[config.mk]
export PLATFORM = sky130hd
export DESIGN_NAME = ddrfl_top
export DESIGN_NICKNAME = d
export VERILOG_FILES = /design/src/rtl/ddrfl_pkg.sv /design/src/rtl/ddrfl_lane.sv /design/src/rtl/ddrfl_top.sv
export SDC_FILE = /design/constraint.sdc
export NUM_CORES = 1
export LEC_CHECK = 0
export ABC_CLOCK_PERIOD_IN_PS = 1600
export BUFFER_PORTS_ARGS = -buffer_cell sky130_fd_sc_hd__buf_2
export CAP_MARGIN = 20
export CORE_MARGIN = 5
export CORE_UTILIZATION = 37
export DETAILED_ROUTE_END_ITERATION = 8
export MAX_ROUTING_LAYER = met4
export PLACE_DENSITY = 0.64
export SYNTH_ARGS = -nofsm -noshare
export SYNTH_HDL_FRONTEND = slang
export SYNTH_HIERARCHICAL = 1
export SYNTH_SLANG_ARGS = --single-unit
[constraint.sdc]
create_clock -name aclk -period 1.6 [get_ports aclk]
set_input_delay 0.08 -clock aclk [delete_from_list [all_inputs] [get_ports aclk]]
set_output_delay 0.08 -clock aclk [all_outputs]
set_load 0.02 [all_outputs]
[src/rtl/ddrfl_pkg.sv]
// Constants, types and register map for the DDR3 clock-change and write-leveling block
package ddrfl_pkg;
  // Register byte offsets
  localparam logic [3:0] REG_CTRL = 4'h0;
  localparam logic [3:0] REG_STATUS = 4'h4;
  localparam logic [3:0] REG_MR0 = 4'h8;
  localparam logic [3:0] REG_MR1 = 4'hc;
  localparam logic [31:0] CTRL_RESET = 32'h0000_0001;
  // Control and status field positions
  localparam int CTRL_CHECK_BIT = 0;
  localparam int ST_LVL_BIT = 3;
  localparam int ST_LOCK_BIT = 4;
  localparam int ERR_FREQ_BIT = 8;
  localparam int ERR_LVLCMD_BIT = 9;
  localparam int ERR_RELOCK_BIT = 10;
  // Mode register fields
  localparam int MR0_DLL_RESET_BIT = 8;
  localparam int MR1_LVL_BIT = 7;
  localparam int MR1_QOFF_BIT = 12;
  localparam int MR1_RTT0_BIT = 2;
  localparam int MR1_RTT1_BIT = 6;
  localparam int MR1_RTT2_BIT = 9;
  localparam logic [15:0] MR_RESET = 16'h0000;
  // DLL lock time in clock cycles
  localparam logic [9:0] TDLLK_NCK = 10'h200;
  // Command codes on the command pins
  localparam logic [2:0] CMD_NOP = 3'h0;
  localparam logic [2:0] CMD_DES = 3'h1;
  localparam logic [2:0] CMD_MRS = 3'h2;
  localparam logic [2:0] CMD_SRE = 3'h3;
  localparam logic [2:0] CMD_SRX = 3'h4;
  localparam logic [1:0] RESP_OKAY = 2'h0;
  localparam logic [1:0] RESP_DECERR = 2'h3;
  typedef enum logic [2:0] {ST_IDLE, ST_PDN, ST_SREF, ST_RELOCK} ddrfl_state_t;
endpackage

[src/rtl/ddrfl_lane.sv]
// Write-leveling feedback for one byte lane
`timescale 1ns/1ps
`default_nettype none
module ddrfl_lane
  import ddrfl_pkg::*;
(
  // Clock and reset
  input wire logic aclk,
  input wire logic aresetn,
  // Leveling inputs
  input wire logic lvl_on,
  input wire logic strobe,
  input wire logic ck_level,
  // Data pins of the lane
  output logic [7:0] dq_q,
  output logic dq_oe_q
);
  logic strobe_q, strobe_d;
  logic [7:0] dq_d;
  logic dq_oe_d;

  // Next feedback value
  always_comb begin
    strobe_d = strobe;
    dq_d = dq_q;
    dq_oe_d = lvl_on;
    if (!lvl_on) begin
      dq_d = 8'h00;
    end else if (strobe && !strobe_q) begin
      dq_d = {8{ck_level}};
    end
  end

  // Feedback registers
  always_ff @(posedge aclk) begin
    if (!aresetn) begin
      strobe_q <= 1'b0;
      dq_q <= 8'h00;
      dq_oe_q <= 1'b0;
    end else begin
      strobe_q <= strobe_d;
      dq_q <= dq_d;
      dq_oe_q <= dq_oe_d;
    end
  end
endmodule
`default_nettype wire

[src/rtl/ddrfl_top.sv]
// DRAM-side clock change, DLL relock and write-leveling logic with AXI4-Lite registers
`timescale 1ns/1ps
`default_nettype none
module ddrfl_top
  import ddrfl_pkg::*;
(
  // Clock and reset
  input wire logic aclk,
  input wire logic aresetn,
  // AXI4-Lite write address and data
  input wire logic [3:0] s_axi_awaddr,
  input wire logic s_axi_awvalid,
  output logic s_axi_awready,
  input wire logic [31:0] s_axi_wdata,
  input wire logic [3:0] s_axi_wstrb,
  input wire logic s_axi_wvalid,
  output logic s_axi_wready,
  // AXI4-Lite write response
  output logic [1:0] s_axi_bresp,
  output logic s_axi_bvalid,
  input wire logic s_axi_bready,
  // AXI4-Lite read
  input wire logic [3:0] s_axi_araddr,
  input wire logic s_axi_arvalid,
  output logic s_axi_arready,
  output logic [31:0] s_axi_rdata,
  output logic [1:0] s_axi_rresp,
  output logic s_axi_rvalid,
  input wire logic s_axi_rready,
  // Memory command pins
  input wire logic cke,
  input wire logic odt,
  input wire logic cmd_valid,
  input wire logic [2:0] cmd_code,
  input wire logic [2:0] cmd_bank,
  input wire logic [15:0] cmd_addr,
  input wire logic clk_step,
  input wire logic ck_level,
  // Strobe pairs, sampled level
  input wire logic lower_strobe_pair,
  input wire logic upper_strobe_pair,
  // Data pins
  output logic [15:0] dq_o,
  output logic [15:0] dq_oe,
  // Termination and readiness
  output logic strobe_term_q,
  output logic dq_term_q,
  output logic dll_locked_q
);
  ddrfl_state_t st_q, st_d;
  logic [15:0] mr0_q, mr0_d, mr1_q, mr1_d;
  logic [9:0] cnt_q, cnt_d;
  logic [2:0] err_q, err_d;
  logic [31:0] ctrl_q, ctrl_d;
  logic strobe_term_d, dq_term_d, dll_locked_d;
  logic aw_have_q, aw_have_d, w_have_q, w_have_d;
  logic [3:0] awaddr_q, awaddr_d;
  logic [31:0] wdata_q, wdata_d;
  logic [3:0] wstrb_q, wstrb_d;
  logic awready_d, wready_d, bvalid_d, arready_d, rvalid_d;
  logic [1:0] bresp_d, rresp_d;
  logic [31:0] rdata_d;
  logic lvl_on, rtt_nom_on, chk, is_mrs, wr_go, err_clr_wr;
  logic [2:0] err_set, err_clr;
  logic [31:0] status_w;
  logic oe_lo, oe_hi;

  // Decoded mode and helper terms
  assign lvl_on = mr1_q[MR1_LVL_BIT];
  assign rtt_nom_on = mr1_q[MR1_RTT0_BIT] | mr1_q[MR1_RTT1_BIT] | mr1_q[MR1_RTT2_BIT];
  assign chk = ctrl_q[CTRL_CHECK_BIT];
  assign is_mrs = cmd_valid && cmd_code == CMD_MRS;
  assign wr_go = aw_have_q && w_have_q && !s_axi_bvalid;
  assign err_clr_wr = wr_go && awaddr_q == REG_STATUS && wstrb_q[1];
  assign status_w = {21'h0, err_q, 3'h0, dll_locked_q, lvl_on, st_q};

  // Device state, mode registers and protocol checks
  always_comb begin
    st_d = st_q;
    mr0_d = mr0_q;
    mr1_d = mr1_q;
    cnt_d = cnt_q;
    dll_locked_d = dll_locked_q;
    err_set = 3'h0;
    case (st_q)
      ST_IDLE: begin
        if (cmd_valid && cmd_code == CMD_SRE) begin
          st_d = ST_SREF;
        end else if (!cke) begin
          st_d = ST_PDN;
        end
      end
      ST_PDN: begin
        if (cke) begin
          st_d = ST_IDLE;
        end
      end
      ST_SREF: begin
        if (cmd_valid && cmd_code == CMD_SRX && cke) begin
          st_d = ST_IDLE;
        end
      end
      ST_RELOCK: begin
        cnt_d = cnt_q - 10'h001;
        if (cnt_q == 10'h001) begin
          st_d = ST_IDLE;
          dll_locked_d = 1'b1;
        end
        if (odt || !cke) begin
          err_set[2] = 1'b1;
        end
      end
      default: st_d = ST_IDLE;
    endcase
    // DLL reset via mode register 0
    if (is_mrs && cmd_bank == 3'h0) begin
      mr0_d = cmd_addr;
      if (cmd_addr[MR0_DLL_RESET_BIT] && st_q != ST_SREF && st_q != ST_PDN) begin
        st_d = ST_RELOCK;
        cnt_d = TDLLK_NCK;
        dll_locked_d = 1'b0;
      end
    end
    if (is_mrs && cmd_bank == 3'h1) begin
      mr1_d = cmd_addr;
    end
    // clock change only in low-power states
    if (clk_step && st_q != ST_SREF && st_q != ST_PDN) begin
      err_set[0] = 1'b1;
    end
    // CKE low, and ODT low when rtt_nom_on, in power-down change
    if (clk_step && st_q == ST_PDN && (cke || (odt && rtt_nom_on))) begin
      err_set[0] = 1'b1;
    end
    if (st_q == ST_SREF || st_q == ST_PDN) begin
      dll_locked_d = dll_locked_q && !clk_step;
    end
    // only NOP, Deselect or MR1 update
    if (lvl_on && cmd_valid && cmd_code != CMD_NOP && cmd_code != CMD_DES
        && !(is_mrs && cmd_bank == 3'h1)) begin
      err_set[1] = 1'b1;
    end
    err_set = chk ? err_set : 3'h0;
    err_clr = err_clr_wr ? wdata_q[ERR_RELOCK_BIT:ERR_FREQ_BIT] : 3'h0;
    // Set wins over clear
    err_d = (err_q & ~err_clr) | err_set;
  end

  always_comb begin
    strobe_term_d = lvl_on && odt;
    dq_term_d = !lvl_on && odt && rtt_nom_on && st_q != ST_PDN;
  end

  always_ff @(posedge aclk) begin
    if (!aresetn) begin
      st_q <= ST_IDLE;
      mr0_q <= MR_RESET;
      mr1_q <= MR_RESET;
      cnt_q <= 10'h000;
      err_q <= 3'h0;
      dll_locked_q <= 1'b0;
      strobe_term_q <= 1'b0;
      dq_term_q <= 1'b0;
    end else begin
      st_q <= st_d;
      mr0_q <= mr0_d;
      mr1_q <= mr1_d;
      cnt_q <= cnt_d;
      err_q <= err_d;
      dll_locked_q <= dll_locked_d;
      strobe_term_q <= strobe_term_d;
      dq_term_q <= dq_term_d;
    end
  end

  // lower and upper lanes leveled apart
  ddrfl_lane u_lane_lo (
    .aclk(aclk),
    .aresetn(aresetn),
    .lvl_on(lvl_on),
    .strobe(lower_strobe_pair),
    .ck_level(ck_level),
    .dq_q(dq_o[7:0]),
    .dq_oe_q(oe_lo)
  );
  ddrfl_lane u_lane_hi (
    .aclk(aclk),
    .aresetn(aresetn),
    .lvl_on(lvl_on),
    .strobe(upper_strobe_pair),
    .ck_level(ck_level),
    .dq_q(dq_o[15:8]),
    .dq_oe_q(oe_hi)
  );
  // Output enables of a lane switch together, one enable register per lane
  assign dq_oe = {{8{oe_hi}}, {8{oe_lo}}};

  // AXI4-Lite slave next state
  always_comb begin
    aw_have_d = aw_have_q;
    w_have_d = w_have_q;
    awaddr_d = awaddr_q;
    wdata_d = wdata_q;
    wstrb_d = wstrb_q;
    ctrl_d = ctrl_q;
    bvalid_d = s_axi_bvalid;
    bresp_d = s_axi_bresp;
    rvalid_d = s_axi_rvalid;
    rresp_d = s_axi_rresp;
    rdata_d = s_axi_rdata;
    if (s_axi_awvalid && s_axi_awready) begin
      aw_have_d = 1'b1;
      awaddr_d = s_axi_awaddr;
    end
    if (s_axi_wvalid && s_axi_wready) begin
      w_have_d = 1'b1;
      wdata_d = s_axi_wdata;
      wstrb_d = s_axi_wstrb;
    end
    if (wr_go) begin
      aw_have_d = 1'b0;
      w_have_d = 1'b0;
      bvalid_d = 1'b1;
      bresp_d = RESP_OKAY;
      case (awaddr_q)
        REG_CTRL: begin
          if (wstrb_q[0]) begin
            ctrl_d[CTRL_CHECK_BIT] = wdata_q[CTRL_CHECK_BIT];
          end
        end
        REG_STATUS, REG_MR0, REG_MR1: bresp_d = RESP_OKAY;
        default: bresp_d = RESP_DECERR;
      endcase
    end else if (s_axi_bvalid && s_axi_bready) begin
      bvalid_d = 1'b0;
    end
    awready_d = !aw_have_d && !bvalid_d;
    wready_d = !w_have_d && !bvalid_d;
    if (s_axi_arvalid && s_axi_arready) begin
      rvalid_d = 1'b1;
      rresp_d = RESP_OKAY;
      case (s_axi_araddr)
        REG_CTRL: rdata_d = ctrl_q;
        REG_STATUS: rdata_d = status_w;
        REG_MR0: rdata_d = {16'h0000, mr0_q};
        REG_MR1: rdata_d = {16'h0000, mr1_q};
        default: begin
          rdata_d = 32'h0000_0000;
          rresp_d = RESP_DECERR;
        end
      endcase
    end else if (s_axi_rvalid && s_axi_rready) begin
      rvalid_d = 1'b0;
    end
    arready_d = !rvalid_d;
  end

  always_ff @(posedge aclk) begin
    if (!aresetn) begin
      aw_have_q <= 1'b0;
      w_have_q <= 1'b0;
      awaddr_q <= 4'h0;
      wdata_q <= 32'h0000_0000;
      wstrb_q <= 4'h0;
      ctrl_q <= CTRL_RESET;
      s_axi_awready <= 1'b0;
      s_axi_wready <= 1'b0;
      s_axi_bvalid <= 1'b0;
      s_axi_bresp <= 2'h0;
      s_axi_arready <= 1'b0;
      s_axi_rvalid <= 1'b0;
      s_axi_rresp <= 2'h0;
      s_axi_rdata <= 32'h0000_0000;
    end else begin
      aw_have_q <= aw_have_d;
      w_have_q <= w_have_d;
      awaddr_q <= awaddr_d;
      wdata_q <= wdata_d;
      wstrb_q <= wstrb_d;
      ctrl_q <= ctrl_d;
      s_axi_awready <= awready_d;
      s_axi_wready <= wready_d;
      s_axi_bvalid <= bvalid_d;
      s_axi_bresp <= bresp_d;
      s_axi_arready <= arready_d;
      s_axi_rvalid <= rvalid_d;
      s_axi_rresp <= rresp_d;
      s_axi_rdata <= rdata_d;
    end
  end
endmodule
`default_nettype wire

== After elaboration in Yosys (flattened, before gate mapping) ==
Cells that the tools add are included.

* Flip-flop bits (word level): 117
* Latch bits: 0
* Bits in writable memories: 0
* ROM bits: 0
* Input bits: 80
* Output and inout bits: 76
* Logic and storage cells: 142
* Memories kept: 0

* $add $sub $neg: 1
* Multiply operators: 0
* Divide/modulo/power cells: 0
* Order comparisons: 0
* Eq/ne operators: 17
* Shift-type cells: 0
* Mux-type cells: 34
* Bitwise logic cells: 5
* Reductions and logical operators: 58

{| class="wikitable"
|+ Operator list
! kind !! number
|-
| $pmux W16 S4 || 1
|-
| $logic_and A1 B1 Y1 || 35
|-
| $mux W10 || 3
|-
| $mux W3 || 9
|-
| $mux W1 || 18
|-
| $eq A4 B4 Y1 const B || 4
|-
| $eq A3 B2 Y1 const B || 4
|-
| $pmux W3 S4 || 1
|-
| $logic_not A1 Y1 || 11
|-
| $eq A10 B1 Y1 const B || 1
|-
| $sub A10 B1 Y10 const B || 1
|-
| $eq A4 B3 Y1 const B || 2
|-
| $logic_not A4 Y1 || 2
|-
| $reduce_or A4 Y1 || 2
|-
| $eq A3 B1 Y1 const B || 2
|-
| $logic_not A3 Y1 || 2
|-
| $ne A3 B1 Y1 const B || 2
|-
| $mux W2 || 2
|-
| $and A3 B3 Y3 || 1
|-
| $eq A3 B3 Y1 const B || 1
|-
| $logic_or A1 B1 Y1 || 3
|-
| $ne A3 B2 Y1 const B || 1
|-
| $not A3 Y3 || 1
|-
| $or A3 B3 Y3 || 1
|-
| other kinds (4) || 5
|}

== Logic depth before layout (Yosys ltp) ==
Gate-level depths: netlist of the first run.

* Depth after elaboration: 8
* Mapped depth: 6
* Gate-level depth less buffers: 6

== Cells and area by module ==
The synthesis of the first run kept the hierarchy.

{| class="wikitable"
|+ By module, submodules not included
! module !! instances !! cells each !! area an instance (µm²) !! sequential area each (µm²)
|-
| ddrfl_top || 1 || 407 || 3,838.7 || 1,741.7
|-
| ddrfl_lane || 2 || 15 || 156.4 || 60.1
|}

== Least setup slack after synthesis of the first run ==
Ideal clock, no wire load.

* Path type: flip-flop to flip-flop
* From: register st_q[2]
* To: register cnt_q[9]
* Library setup time: 115 ps
* Arrival time: 1,173 ps
* Required time: 1,485 ps
* Path slack: 313 ps
* Stages on the path, launching flop included: 7
* Buffers on the path: 2
* Clock period less this slack: 1,287 ps
* Cells stage by stage: dfxtp_1 -> buf_2 -> and3b_1 -> buf_4 -> nand4_1 -> xnor2_1 -> o21a_1

* Longest elaborated chain between the ends: 5
* Elaborated cells between the ends (all ways): 8
* Classes of those cells: eq/ne (3); mux (3); reduce/logical (2)

{| class="wikitable"
|+ Ends and longest elaborated chain
! element !! RTL line !! RTL
|-
| start, declared || ddrfl_top.sv:50 || <nowiki>ddrfl_state_t st_q, st_d;</nowiki>
|-
| start signal, assigned || ddrfl_top.sv:165 || <nowiki>st_q <= st_d;</nowiki>
|-
| $ne A3 B2 Y1 || ddrfl_top.sv:118 || <nowiki>if (cmd_addr[MR0_DLL_RESET_BIT] && st_q != ST_SREF && st_q != ST_PDN) begin</nowiki>
|-
| $logic_and A1 B1 Y1 (2 in a row) || ddrfl_top.sv:118 ||
|-
| $mux W10 || ddrfl_top.sv:118 ||
|-
| $mux W10 (*) || ddrfl_top.sv:116 || <nowiki>if (is_mrs && cmd_bank == 3'h0) begin</nowiki>
|-
| end signal, assigned || ddrfl_top.sv:168 || <nowiki>cnt_q <= cnt_d;</nowiki>
|-
| end, declared || ddrfl_top.sv:52 || <nowiki>logic [9:0] cnt_q, cnt_d;</nowiki>
|}

Every way passes the cells marked *; elsewhere a longest branch is shown, timed or not.
A chain may end at the register's enable or synchronous reset.

== Worst setup path after layout of the first run ==
Ends and elaborated chain as after synthesis.

==> results of run 1 <==
==> placed cells by master, fill, tap and decap left out, drive strengths merged, types with 10 or more instances in the layout <==
master,n
clkbuf,10
nand2,33
conb,17
buf,122
dfxtp,93
nand3,17
a21oi,19
mux2i,43
o21ai,18
nor2,54
==> cell type report <==
cell class | count | share of cell area
repair buffers | 131 | 0.148
flip-flops and latches | 93 | 0.375
well taps | 140 | 0.0353
clock buffers | 10 | 0.0461
multi-input cells | 287 | 0.373
clock inverters | 5 | 0.0202
inverters | 4 | 0.00302
==> path summary, 6_finish.rpt <==
| kind | start | endpoint | slack [ns] |
|---|---|---|---|
| setup / recovery | st_q[2] | cnt_q[9] | 0.15 |
| hold / removal | cmd_addr[1] | mr0_q[1] | 0.006 |
| setup reg to reg | st_q[2] | cnt_q[9] | 0.15 |
| hold reg to reg | s_axi_rdata[6] | s_axi_rdata[6] | 0.45 |
==> metrics by stage <==
stage	worst slack, ns	instance area, um2	hold WS, ns
finish	0.154	4960	0.00645
CTS	0.151	4960	0.000742
global route	0.0302	4960	0.00849
detailed placement	0.170	4550	0.321
global placement	0.190	4550	0.316
floorplan	0.313	4210	0.216
==> power by group through the flow <==
stage / registers [W] / clock network, W / logic [W]
finish: 0.00239 / 0.00236 / 0.000369
floorplan: 0.00245 / 0 / 0.000236
global route: 0.00239 / 0.00253 / 0.000403
global placement: 0.00244 / 0 / 0.000346
detailed placement: 0.00244 / 0 / 0.000351
CTS: 0.00239 / 0.00241 / 0.000370
==> metal layers <==
layer / vias to the layer above / part of all wire / GRT usage
met1: 1504 / 0.45 / 0.190
met4: 0 / 0.0090 / 0.0418
met3: 8 / 0.073 / 0.0308
met2: 121 / 0.47 / 0.231
met5: - / 0 / -
li1: 1602 / - / -
==> worst max-delay path: cells and delay by family, from the launching register on <==
family                    cells  cell delay [ns]
AOI/OAI and AO/OA             1             0.16
xor gates and xnor gates      1             0.16
DFF                           1             0.36
and+or+nand+nor               2             0.66
==> repair_timing <==
| action | in CTS | in global routing |
|---|---|---|
| endpoints found under the hold margin | 10 | 0 |
| endpoints found under the setup margin | 0 | 0 |
| hold buffers | 9 | 0 |
==> state kept, by name (all words and copies together), names as in the netlist, 2 cells and up <==
name / count
mr0_q: 16
mr1_q: 16
s_axi_rdata: 16
cnt_q: 10
awaddr_q: 4
wdata_q: 4
err_q: 3
st_q: 3
wstrb_q: 2
==> kinds of logic (layout without fill, tap and decap cells) <==
logic type / count (synthesis) / in the layout / synth area share
XOR/XNOR: 10 / 10 / 0.0211
AND/OR/NAND/NOR: 150 / 150 / 0.185
multiplexers: 51 / 51 / 0.128
flip-flops: 93 / 93 / 0.448
buffers and inverters: 73 / 150 / 0.120
AO/OA/AOI/OAI: 57 / 57 / 0.0904
other: 1 / 17 / 0.000903
adder cells (fa/ha/maj): 2 / 2 / 0.00603
==> results.yml, run 1 <==
floorplanning:
  io_pins: 156
  die_area_mm2: 0.0134
  initial_utilization: 0.380
  fp-row-count: 38
  fp.dieH_um: 116
  die_w_um: 116
  core_mm2: 0.0109
yosys:
  synth_area_leaders: "dfxtp_1 45%, mux2i_1 10%, buf_4 9.2%"
  synth_most_common_cell: "dfxtp_1"
  synth_cell_types: 49
  synthArstFlopShare: 0
  yosys_warnings: 6
  synth_ff_type: "dfxtp_1"
  synth_common_cells: "93 x dfxtp_1, 51 x buf_4, 46 x nor2_1"
  synth_edf_count: 0
  syn_avg_cell_area_um2: 9.50
  netlist.area_leader.share: 0.448
  syn_inst: 437
  ys_seq_elements: 93
  synth_top_cell_by_area: "dfxtp_1"
  yosysSeqAreaShare: 0.448
  synth_area_mm2: 0.00415
clocking:
  clkTransAtPathRegs_ns: 0.06
  clkSinkCount: 93
  clockBufferDepth: 2
  cts_resized: 0
  cts-buffers-inserted: 9
  h-tree-depth: 3
  postCtsSetupRepairBufs: 0
  cts_tree: "yes"
  root_buffer: "clkbuf_16"
  insertion_delay_ns: 0.33
power:
  total_power_w: 0.00512
  power.switching_fraction: 0.216
  combPwrFrac: 0.072
  clock_power_share: 0.461
  p_leak_nw: 2.39
  intPower_w: 0.00402
  power_density_mw_per_mm2: 1030
  switchingPower_w: 0.00110
  peakVddDrop_mv: 0.465
  p_seq_frac: 0.467
sta:
  period_minus_slack_ns: 1.45
  setup_viol_count_final: 0
  max-slew-margin-rel: 0.548
  max_freq_mhz: 692
  finalHoldViolCount: 0
  slew_violations: 0
  clock_skew_ns: 0.00651
  totalNegativeSetupSlack_ns: 0
  tightest_slew_ns: 0.661
  rsz0062_at_grt: "no"
  fin_crit_sh: 0.904
job:
  cap_violations: 0
routing:
  first_iter_violations: 158
  wl_per_cell_um: 14.3
  viasPerCell: 4.83
  first_pass_iters: 6
  drc: 0
  totalWireLength_um: 9570
  vias: 3235
  ant_nets: 0
setup_path:
  slowest_stage: "and3b_1"
  cp_max_fo: 11
  max_stage_delay_ns: 0.48
  end_kind: "flip-flop"
  ff2ff_path_depth: 4
  arrival_ns: 1.67
  setup.worst_path.class: "reg2reg"
  crit_required_ns: 1.83
  cp-start-kind: "flip-flop"
  path_cells: "and3b_1, nand4_1, xnor2_1, o21a_1"
status:
  outcome: "finished clean"
placement:
  dpl.hpwl_um: 7130
  gp_congestion: 0.849
  io_buffer_count: 109
  dp.cells: 646
global_routing:
  grt_pass1_wl_um: 15100
  grt_use_total: 0.146
  grt-ovfl-total: 0
  grt_max_degree: 35
  first_global_vias: 3062
  antenna_found_initial: 0
finish:
  multi_input_area_mm2: 0.00185
  antennaDiodeCount: 0
  regArea_mm2: 0.00186
  fillers: 1056
  drive_gt1_frac: 0.311
  utilization: 0.454
  fin_nets: 608
  area_growth_pct: 19.6
  layout.cells.non_filler: 670
worst_hold_path:
  hold_path_depth: 3
  hp-class: "in2reg"
Power figures use the tool's default switching activity.
==> inputs of run 2 (changes only) <==
--- a/config.mk
+++ b/config.mk
@@ -5,6 +5,7 @@
 export SDC_FILE = /design/constraint.sdc
 export NUM_CORES = 1
 export LEC_CHECK = 0
+export ABC_AREA = 1
 export ABC_CLOCK_PERIOD_IN_PS = 1600
 export BUFFER_PORTS_ARGS = -buffer_cell sky130_fd_sc_hd__buf_2
 export CAP_MARGIN = 20
==> run 2 against run 1 <==
Effect of this change: clock power grew 4%; register-to-register slack better by 0.08 ns; via count up 22%; critical endpoint is now cnt_q[7]; largest cell class unchanged; largest power group is now clock.
==> results.yml, run 2 <==
clocking:
  cts_tree: "yes"
  root_buffer: "clkbuf_16"
  postCtsSetupRepairBufs: 0
  clkTransAtPathRegs_ns: 0.07
  h-tree-depth: 3
  insertion_delay_ns: 0.33
  clkSinkCount: 93
  clockBufferDepth: 2
  cts-buffers-inserted: 9
setup_path:
  arrival_ns: 1.59
  cp-startpoint: "st_q[0]"
  end_kind: "flip-flop"
  crit_required_ns: 1.83
  r2r-start: "st_q[0]"
  cp_max_fo: 6
  setup.worst_path.class: "reg2reg"
  cp-start-kind: "flip-flop"
worst_hold_path:
  hp-start: "odt"
  hp-class: "in2reg"
routing:
  drc: 0
  vias: 3957
  wl_per_cell_um: 12.9
  ant_nets: 0
  viasPerCell: 4.72
  first_pass_iters: 5
  totalWireLength_um: 10900
  first_iter_violations: 216
power:
  clock_power_share: 0.465
  p_leak_nw: 2.57
  power_density_mw_per_mm2: 1010
  intPower_w: 0.00406
  switchingPower_w: 0.00120
  p_seq_frac: 0.455
  peakVddDrop_mv: 0.468
  power.switching_fraction: 0.228
  combPwrFrac: 0.079
yosys:
  synth_top_family_by_area: "simple AND/OR/NAND/NOR gates"
  synth_ff_type: "dfxtp_1"
  synth_most_common_cell: "nor2_1"
  syn_inst: 592
  netlist.area_leader.share: 0.434
  synth_xor_area_frac: 0.0102
  yosys.area_share.adder: 0.00584
  synth_cell_types: 32
  ys_seq_elements: 93
  synth_top_cell_by_area: "dfxtp_1"
  synth_common_cells: "111 x nor2_1, 108 x nand2_1, 93 x dfxtp_1"
  yosys_warnings: 6
  synth_edf_count: 0
  synth_compound_area_frac: 0.102
  synth_area_mm2: 0.00429
  syn_avg_cell_area_um2: 7.24
  yosysSeqAreaShare: 0.434
  synthArstFlopShare: 0
  synthSimpleGateAreaFrac: 0.295
  synth_area_leaders: "dfxtp_1 43%, nor2_1 9.7%, nand2_1 9.5%"
  synthMuxAreaShare: 0
global_routing:
  antenna_found_initial: 0
  grt_use_total: 0.160
  grt-ovfl-total: 0
  first_global_vias: 3827
  grt_pass1_wl_um: 18100
  grt_max_degree: 29
floorplanning:
  io_pins: 156
  die_w_um: 118
  die_area_mm2: 0.0138
  core_mm2: 0.0114
  fp.dieH_um: 118
  initial_utilization: 0.377
  fp-row-count: 39
placement:
  io_buffer_count: 109
  gp_congestion: 0.833
  dpl.hpwl_um: 7990
  placed_cell_area_mm2: 0.00466
  place_ws_ns: 0.229
sta:
  rsz0062_at_grt: "no"
  period_minus_slack_ns: 1.37
  setup_viol_count_final: 0
  totalNegativeSetupSlack_ns: 0
  clock_skew_ns: 0.00527
  fin_crit_sh: 0.855
  max_freq_mhz: 731
  finalHoldViolCount: 0
  slew_violations: 0
  layout_setup_ws_ns: 0.232
finish:
  final_common_cell: "nor2_1"
  fin_nets: 773
  fin_area_mm2: 0.00523
  reg.largest.list: "mr0_q (16), mr1_q (16), s_axi_rdata (16)"
  drive_gt1_frac: 0.218
  area_growth_pct: 22.0
  utilization: 0.460
  final_cell_mix: "111 x nor2_1, 109 x buf_2, 108 x nand2_1, 93 x dfxtp_1, 48 x o21ai_0"
  antennaDiodeCount: 0
status:
  outcome: "finished clean"
job:
  cap_violations: 0
## run 2: changes by cell type after synthesis, moves of 16 or more
cell,previous run,this run
o21ai_0,0,48
nand2_1,33,108
a21oi_1,17,33
mux2i_1,43,0
nand3_1,17,41
inv_1,3,42
nor2_1,46,111
o21ai_1,16,0
## run 2: what timing repair did
item                                   in CTS  in global routing
resized for setup                           0                  0
endpoints found under the hold margin      29                  1
hold buffers                               21                  1
## run 2: area by class of cell
| class | count | area (um2) |
|---|---|---|
| Clock inverter | 7 | 121 |
| Timing Repair Buffer | 138 | 818 |
| Inverter | 50 | 190 |
| Tap cell | 143 | 179 |
| Sequential cell | 93 | 1860 |
| Fill cell | 1135 | 6140 |
| Clock buffer | 9 | 225 |
| Multi-Input combinational cell | 399 | 1830 |
## run 2: worst paths after layout
path / depth (start not counted) / slack (ns) / to
min: 3 / 0.02 / strobe_term_q
max reg2reg: 7 / 0.23 / cnt_q[7]
max: 7 / 0.23 / cnt_q[7]
min reg2reg: 1 / 0.43 / s_axi_wready
## run 2: per-layer routing
layer / global-route usage / part of all wire / routed length, um / vias up
met5: - / 0 / 0 / -
li1: - / - / - / 2026
met4: 0.0581 / 0.022 / 236 / 0
met2: 0.252 / 0.45 / 4920 / 139
met1: 0.202 / 0.46 / 4990 / 1773
met3: 0.0375 / 0.066 / 719 / 19
## run 2: stage by stage
step | hold WS, ns | power (W) | instances
after detailed placement | 0.299 | 0.00282 | 801
after floorplan | 0.173 | 0.00271 | 608
after global placement | 0.290 | 0.00281 | 801
final | 0.0178 | 0.00526 | 839
after global routing | 0.0258 | 0.00546 | 839
after CTS | 0.000859 | 0.00532 | 838
## run 2: cells by family (layout without fill, tap and decap cells)
| kind of cell | count (synthesis) | count (layout) |
|---|---|---|
| DFF | 93 | 93 |
| other | 1 | 17 |
| adders and majority gates | 2 | 2 |
| AOI/OAI and AO/OA | 85 | 85 |
| and+or+nand+nor | 290 | 290 |
| buffers and inverters | 116 | 204 |
| xor gates and xnor gates | 5 | 5 |
## run 2: critical path: stages, from the launching register on
cell and delay [ns]:
dfxtp_1 0.46, nand3_2 0.18, nor2_4 0.18, nand2_1 0.11
nor2_1 0.14, nand3_1 0.08, nand2_1 0.07, nor2_1 0.04
## run 2: power groups by stage
stage               Sequential (W)  Combinational (W)  Clock, W
floorplan                  0.00246           0.000253         0
global placement           0.00244           0.000368         0
detailed placement         0.00245           0.000376         0
CTS                        0.00239           0.000417   0.00251
global route               0.00240           0.000468   0.00260
finish                     0.00239           0.000417   0.00245
==> inputs of run 3 (changes only) <==
--- a/config.mk
+++ b/config.mk
@@ -9,11 +9,13 @@
 export ABC_CLOCK_PERIOD_IN_PS = 1600
 export BUFFER_PORTS_ARGS = -buffer_cell sky130_fd_sc_hd__buf_2
 export CAP_MARGIN = 20
-export CORE_MARGIN = 5
-export CORE_UTILIZATION = 37
+export CELL_PAD_IN_SITES_DETAIL_PLACEMENT = 0
+export CELL_PAD_IN_SITES_GLOBAL_PLACEMENT = 2
+export CORE_MARGIN = 2
+export CORE_UTILIZATION = 26
 export DETAILED_ROUTE_END_ITERATION = 8
 export MAX_ROUTING_LAYER = met4
-export PLACE_DENSITY = 0.64
+export PLACE_DENSITY = 0.8
 export SYNTH_ARGS = -nofsm -noshare
 export SYNTH_HDL_FRONTEND = slang
 export SYNTH_HIERARCHICAL = 1
==> run 3 against run 2 <==
Effect of this change: the flow now finishes with violations (negative hold slack); die area rose by 27%; flip-flop and latch count did not move; count of clock-buffer cells in the layout rose by 2; highest routed layer unchanged.
==> results.yml, run 3 (synthesis results as in run 2) <==
job:
  cap_violations: 0
routing:
  vias: 3898
  totalWireLength_um: 11200
  first_iter_violations: 222
  viasPerCell: 4.26
  drc: 0
  wl_per_cell_um: 12.3
  ant_nets: 0
  first_pass_iters: 4
finish:
  final_common_cell: "nor2_1"
  area_growth_pct: 23.4
  layout.cells.non_filler: 914
  final_cell_mix: "111 x nor2_1, 109 x buf_2, 108 x nand2_1, 93 x dfxtp_1, 48 x o21ai_0"
  reg.largest.list: "mr0_q (16), mr1_q (16), s_axi_rdata (16)"
  fillers: 1765
  fin_nets: 774
  drive_gt1_frac: 0.217
power:
  p_seq_frac: 0.480
  combPwrFrac: 0.085
  intPower_w: 0.00378
  peakVddDrop_mv: 0.515
  switchingPower_w: 0.00121
  total_power_w: 0.00499
  power_density_mw_per_mm2: 943
  p_leak_nw: 2.54
  power.switching_fraction: 0.242
  clock_power_share: 0.435
setup_path:
  max_stage_delay_ns: 0.44
  cp_max_fo: 6
  arrival_ns: 1.60
  cp-start-kind: "flip-flop"
  end_kind: "flip-flop"
  path_cells: "nand3_2, nor2_4, nand2_1, nor2_1, nand3_1, nand2_1, nor2_1"
  slowest_stage: "dfxtp_1"
  crit_required_ns: 1.83
  setup.worst_path.class: "reg2reg"
worst_hold_path:
  hp-class: "in2reg"
clocking:
  postCtsSetupRepairBufs: 0
  clkSinkCount: 93
  h-tree-depth: 3
  root_buffer: "clkbuf_16"
  cts-buffers-inserted: 9
  cts_tree: "yes"
  clkTransAtPathRegs_ns: 0.07
  clockBufferDepth: 2
  cts_resized: 0
  insertion_delay_ns: 0.34
sta:
  tightest_slew_ns: 0.516
  setup_viol_count_final: 0
  clock_skew_ns: 0.00649
  finalHoldWorstSlack_ns: -0.000516
  totalNegativeSetupSlack_ns: 0
  fin_crit_sh: 0.856
  finalHoldViolCount: 1
  slew_violations: 0
  max_freq_mhz: 730
  max-slew-margin-rel: 0.655
  rsz0062_at_grt: "no"
  period_minus_slack_ns: 1.37
global_routing:
  grt-ovfl-total: 0
  first_global_vias: 3603
  grt_max_degree: 29
  antenna_found_initial: 1
  grt_pass1_wl_um: 18100
  grt_use_total: 0.133
floorplanning:
  core_mm2: 0.0160
  die_area_mm2: 0.0175
  initial_utilization: 0.268
  die_w_um: 132
  io_pins: 156
  fp.dieH_um: 132
  fp-row-count: 46
placement:
  dp.cells: 874
  io_buffer_count: 109
  gp_congestion: 0.785
  dpl.hpwl_um: 8270
status:
  violations: "negative hold slack"
  outcome: "complete, but fails checks"
[run 3: cell count changes in the layout (fill, tap and decap cells not counted), sizes merged]
cell	before	now
dlygate4sd3	22	23
clkinv	3	2
bufinv	3	1
inv	51	50
diode	0	1
clkbuf	9	11
clkinvlp	0	2
[run 3: per-stage QoR]
step	util	hold WS, ns	area [um2]	setup WS [ns]
after CTS	0.330	0.0102	5290	0.222
final	0.331	-0.000516	5290	0.230
after global routing	0.331	0.00781	5290	0.0429
after global placement	0.297	0.292	4750	0.262
after floorplan	-	0.173	4350	0.307
after detailed placement	0.297	0.294	4750	0.231
[run 3: final cells by class]
| cell class | instances | area, um2 | share of cell area |
|---|---|---|---|
| sequential | 93 | 1860 | 0.352 |
| multi-input combinational | 399 | 1830 | 0.347 |
| tap | 216 | 270 | 0.0511 |
| clock buffer | 11 | 243 | 0.0459 |
| inverter | 50 | 190 | 0.0360 |
| antenna | 1 | 2.50 | 0.000473 |
| timing repair buffer | 139 | 828 | 0.157 |
| clock inverter | 5 | 58.8 | 0.0111 |
[run 3: worst max-delay path: cells and delay by family, from the launching register on]
| family | cells | cell delay (ns) |
|---|---|---|
| flip-flops | 1 | 0.44 |
| AND/OR/NAND/NOR | 7 | 0.81 |
[run 3: power groups by stage]
stage / clock network [W] / registers [W] / logic, W
6_report: 0.00217 / 0.00239 / 0.000423
5_1_grt: 0.00232 / 0.00240 / 0.000470
4_1_cts: 0.00222 / 0.00239 / 0.000425
3_5_place_dp: 0 / 0.00245 / 0.000381
3_3_place_gp: 0 / 0.00244 / 0.000379
2_1_floorplan: 0 / 0.00246 / 0.000253
[run 3: worst paths after layout]
| kind | start | to | slack [ns] | depth (start not counted) |
|---|---|---|---|---|
| min reg2reg | w_have_q | s_axi_wready | 0.44 | 1 |
| min | cmd_addr[7] | mr0_q[7] | -0.0005 | 3 |
| max | st_q[0] | cnt_q[7] | 0.23 | 7 |
| max reg2reg | st_q[0] | cnt_q[7] | 0.23 | 7 |
[run 3: timing repair]
| item | 4_1_cts | 5_1_grt |
|---|---|---|
| setup endpoints to repair | 0 | 0 |
| endpoints found under the hold margin | 35 | 0 |
| hold buffers | 23 | 0 |
[run 3: layer usage]
metal | up-vias | share of wire | global-route usage | wire length [um]
li1 | 2022 | - | - | -
met1 | 1743 | 0.49 | 0.172 | 5500
met2 | 125 | 0.44 | 0.206 | 4950
met3 | 8 | 0.058 | 0.0365 | 647
met4 | 0 | 0.011 | 0.0311 | 127
met5 | - | 0 | - | 0
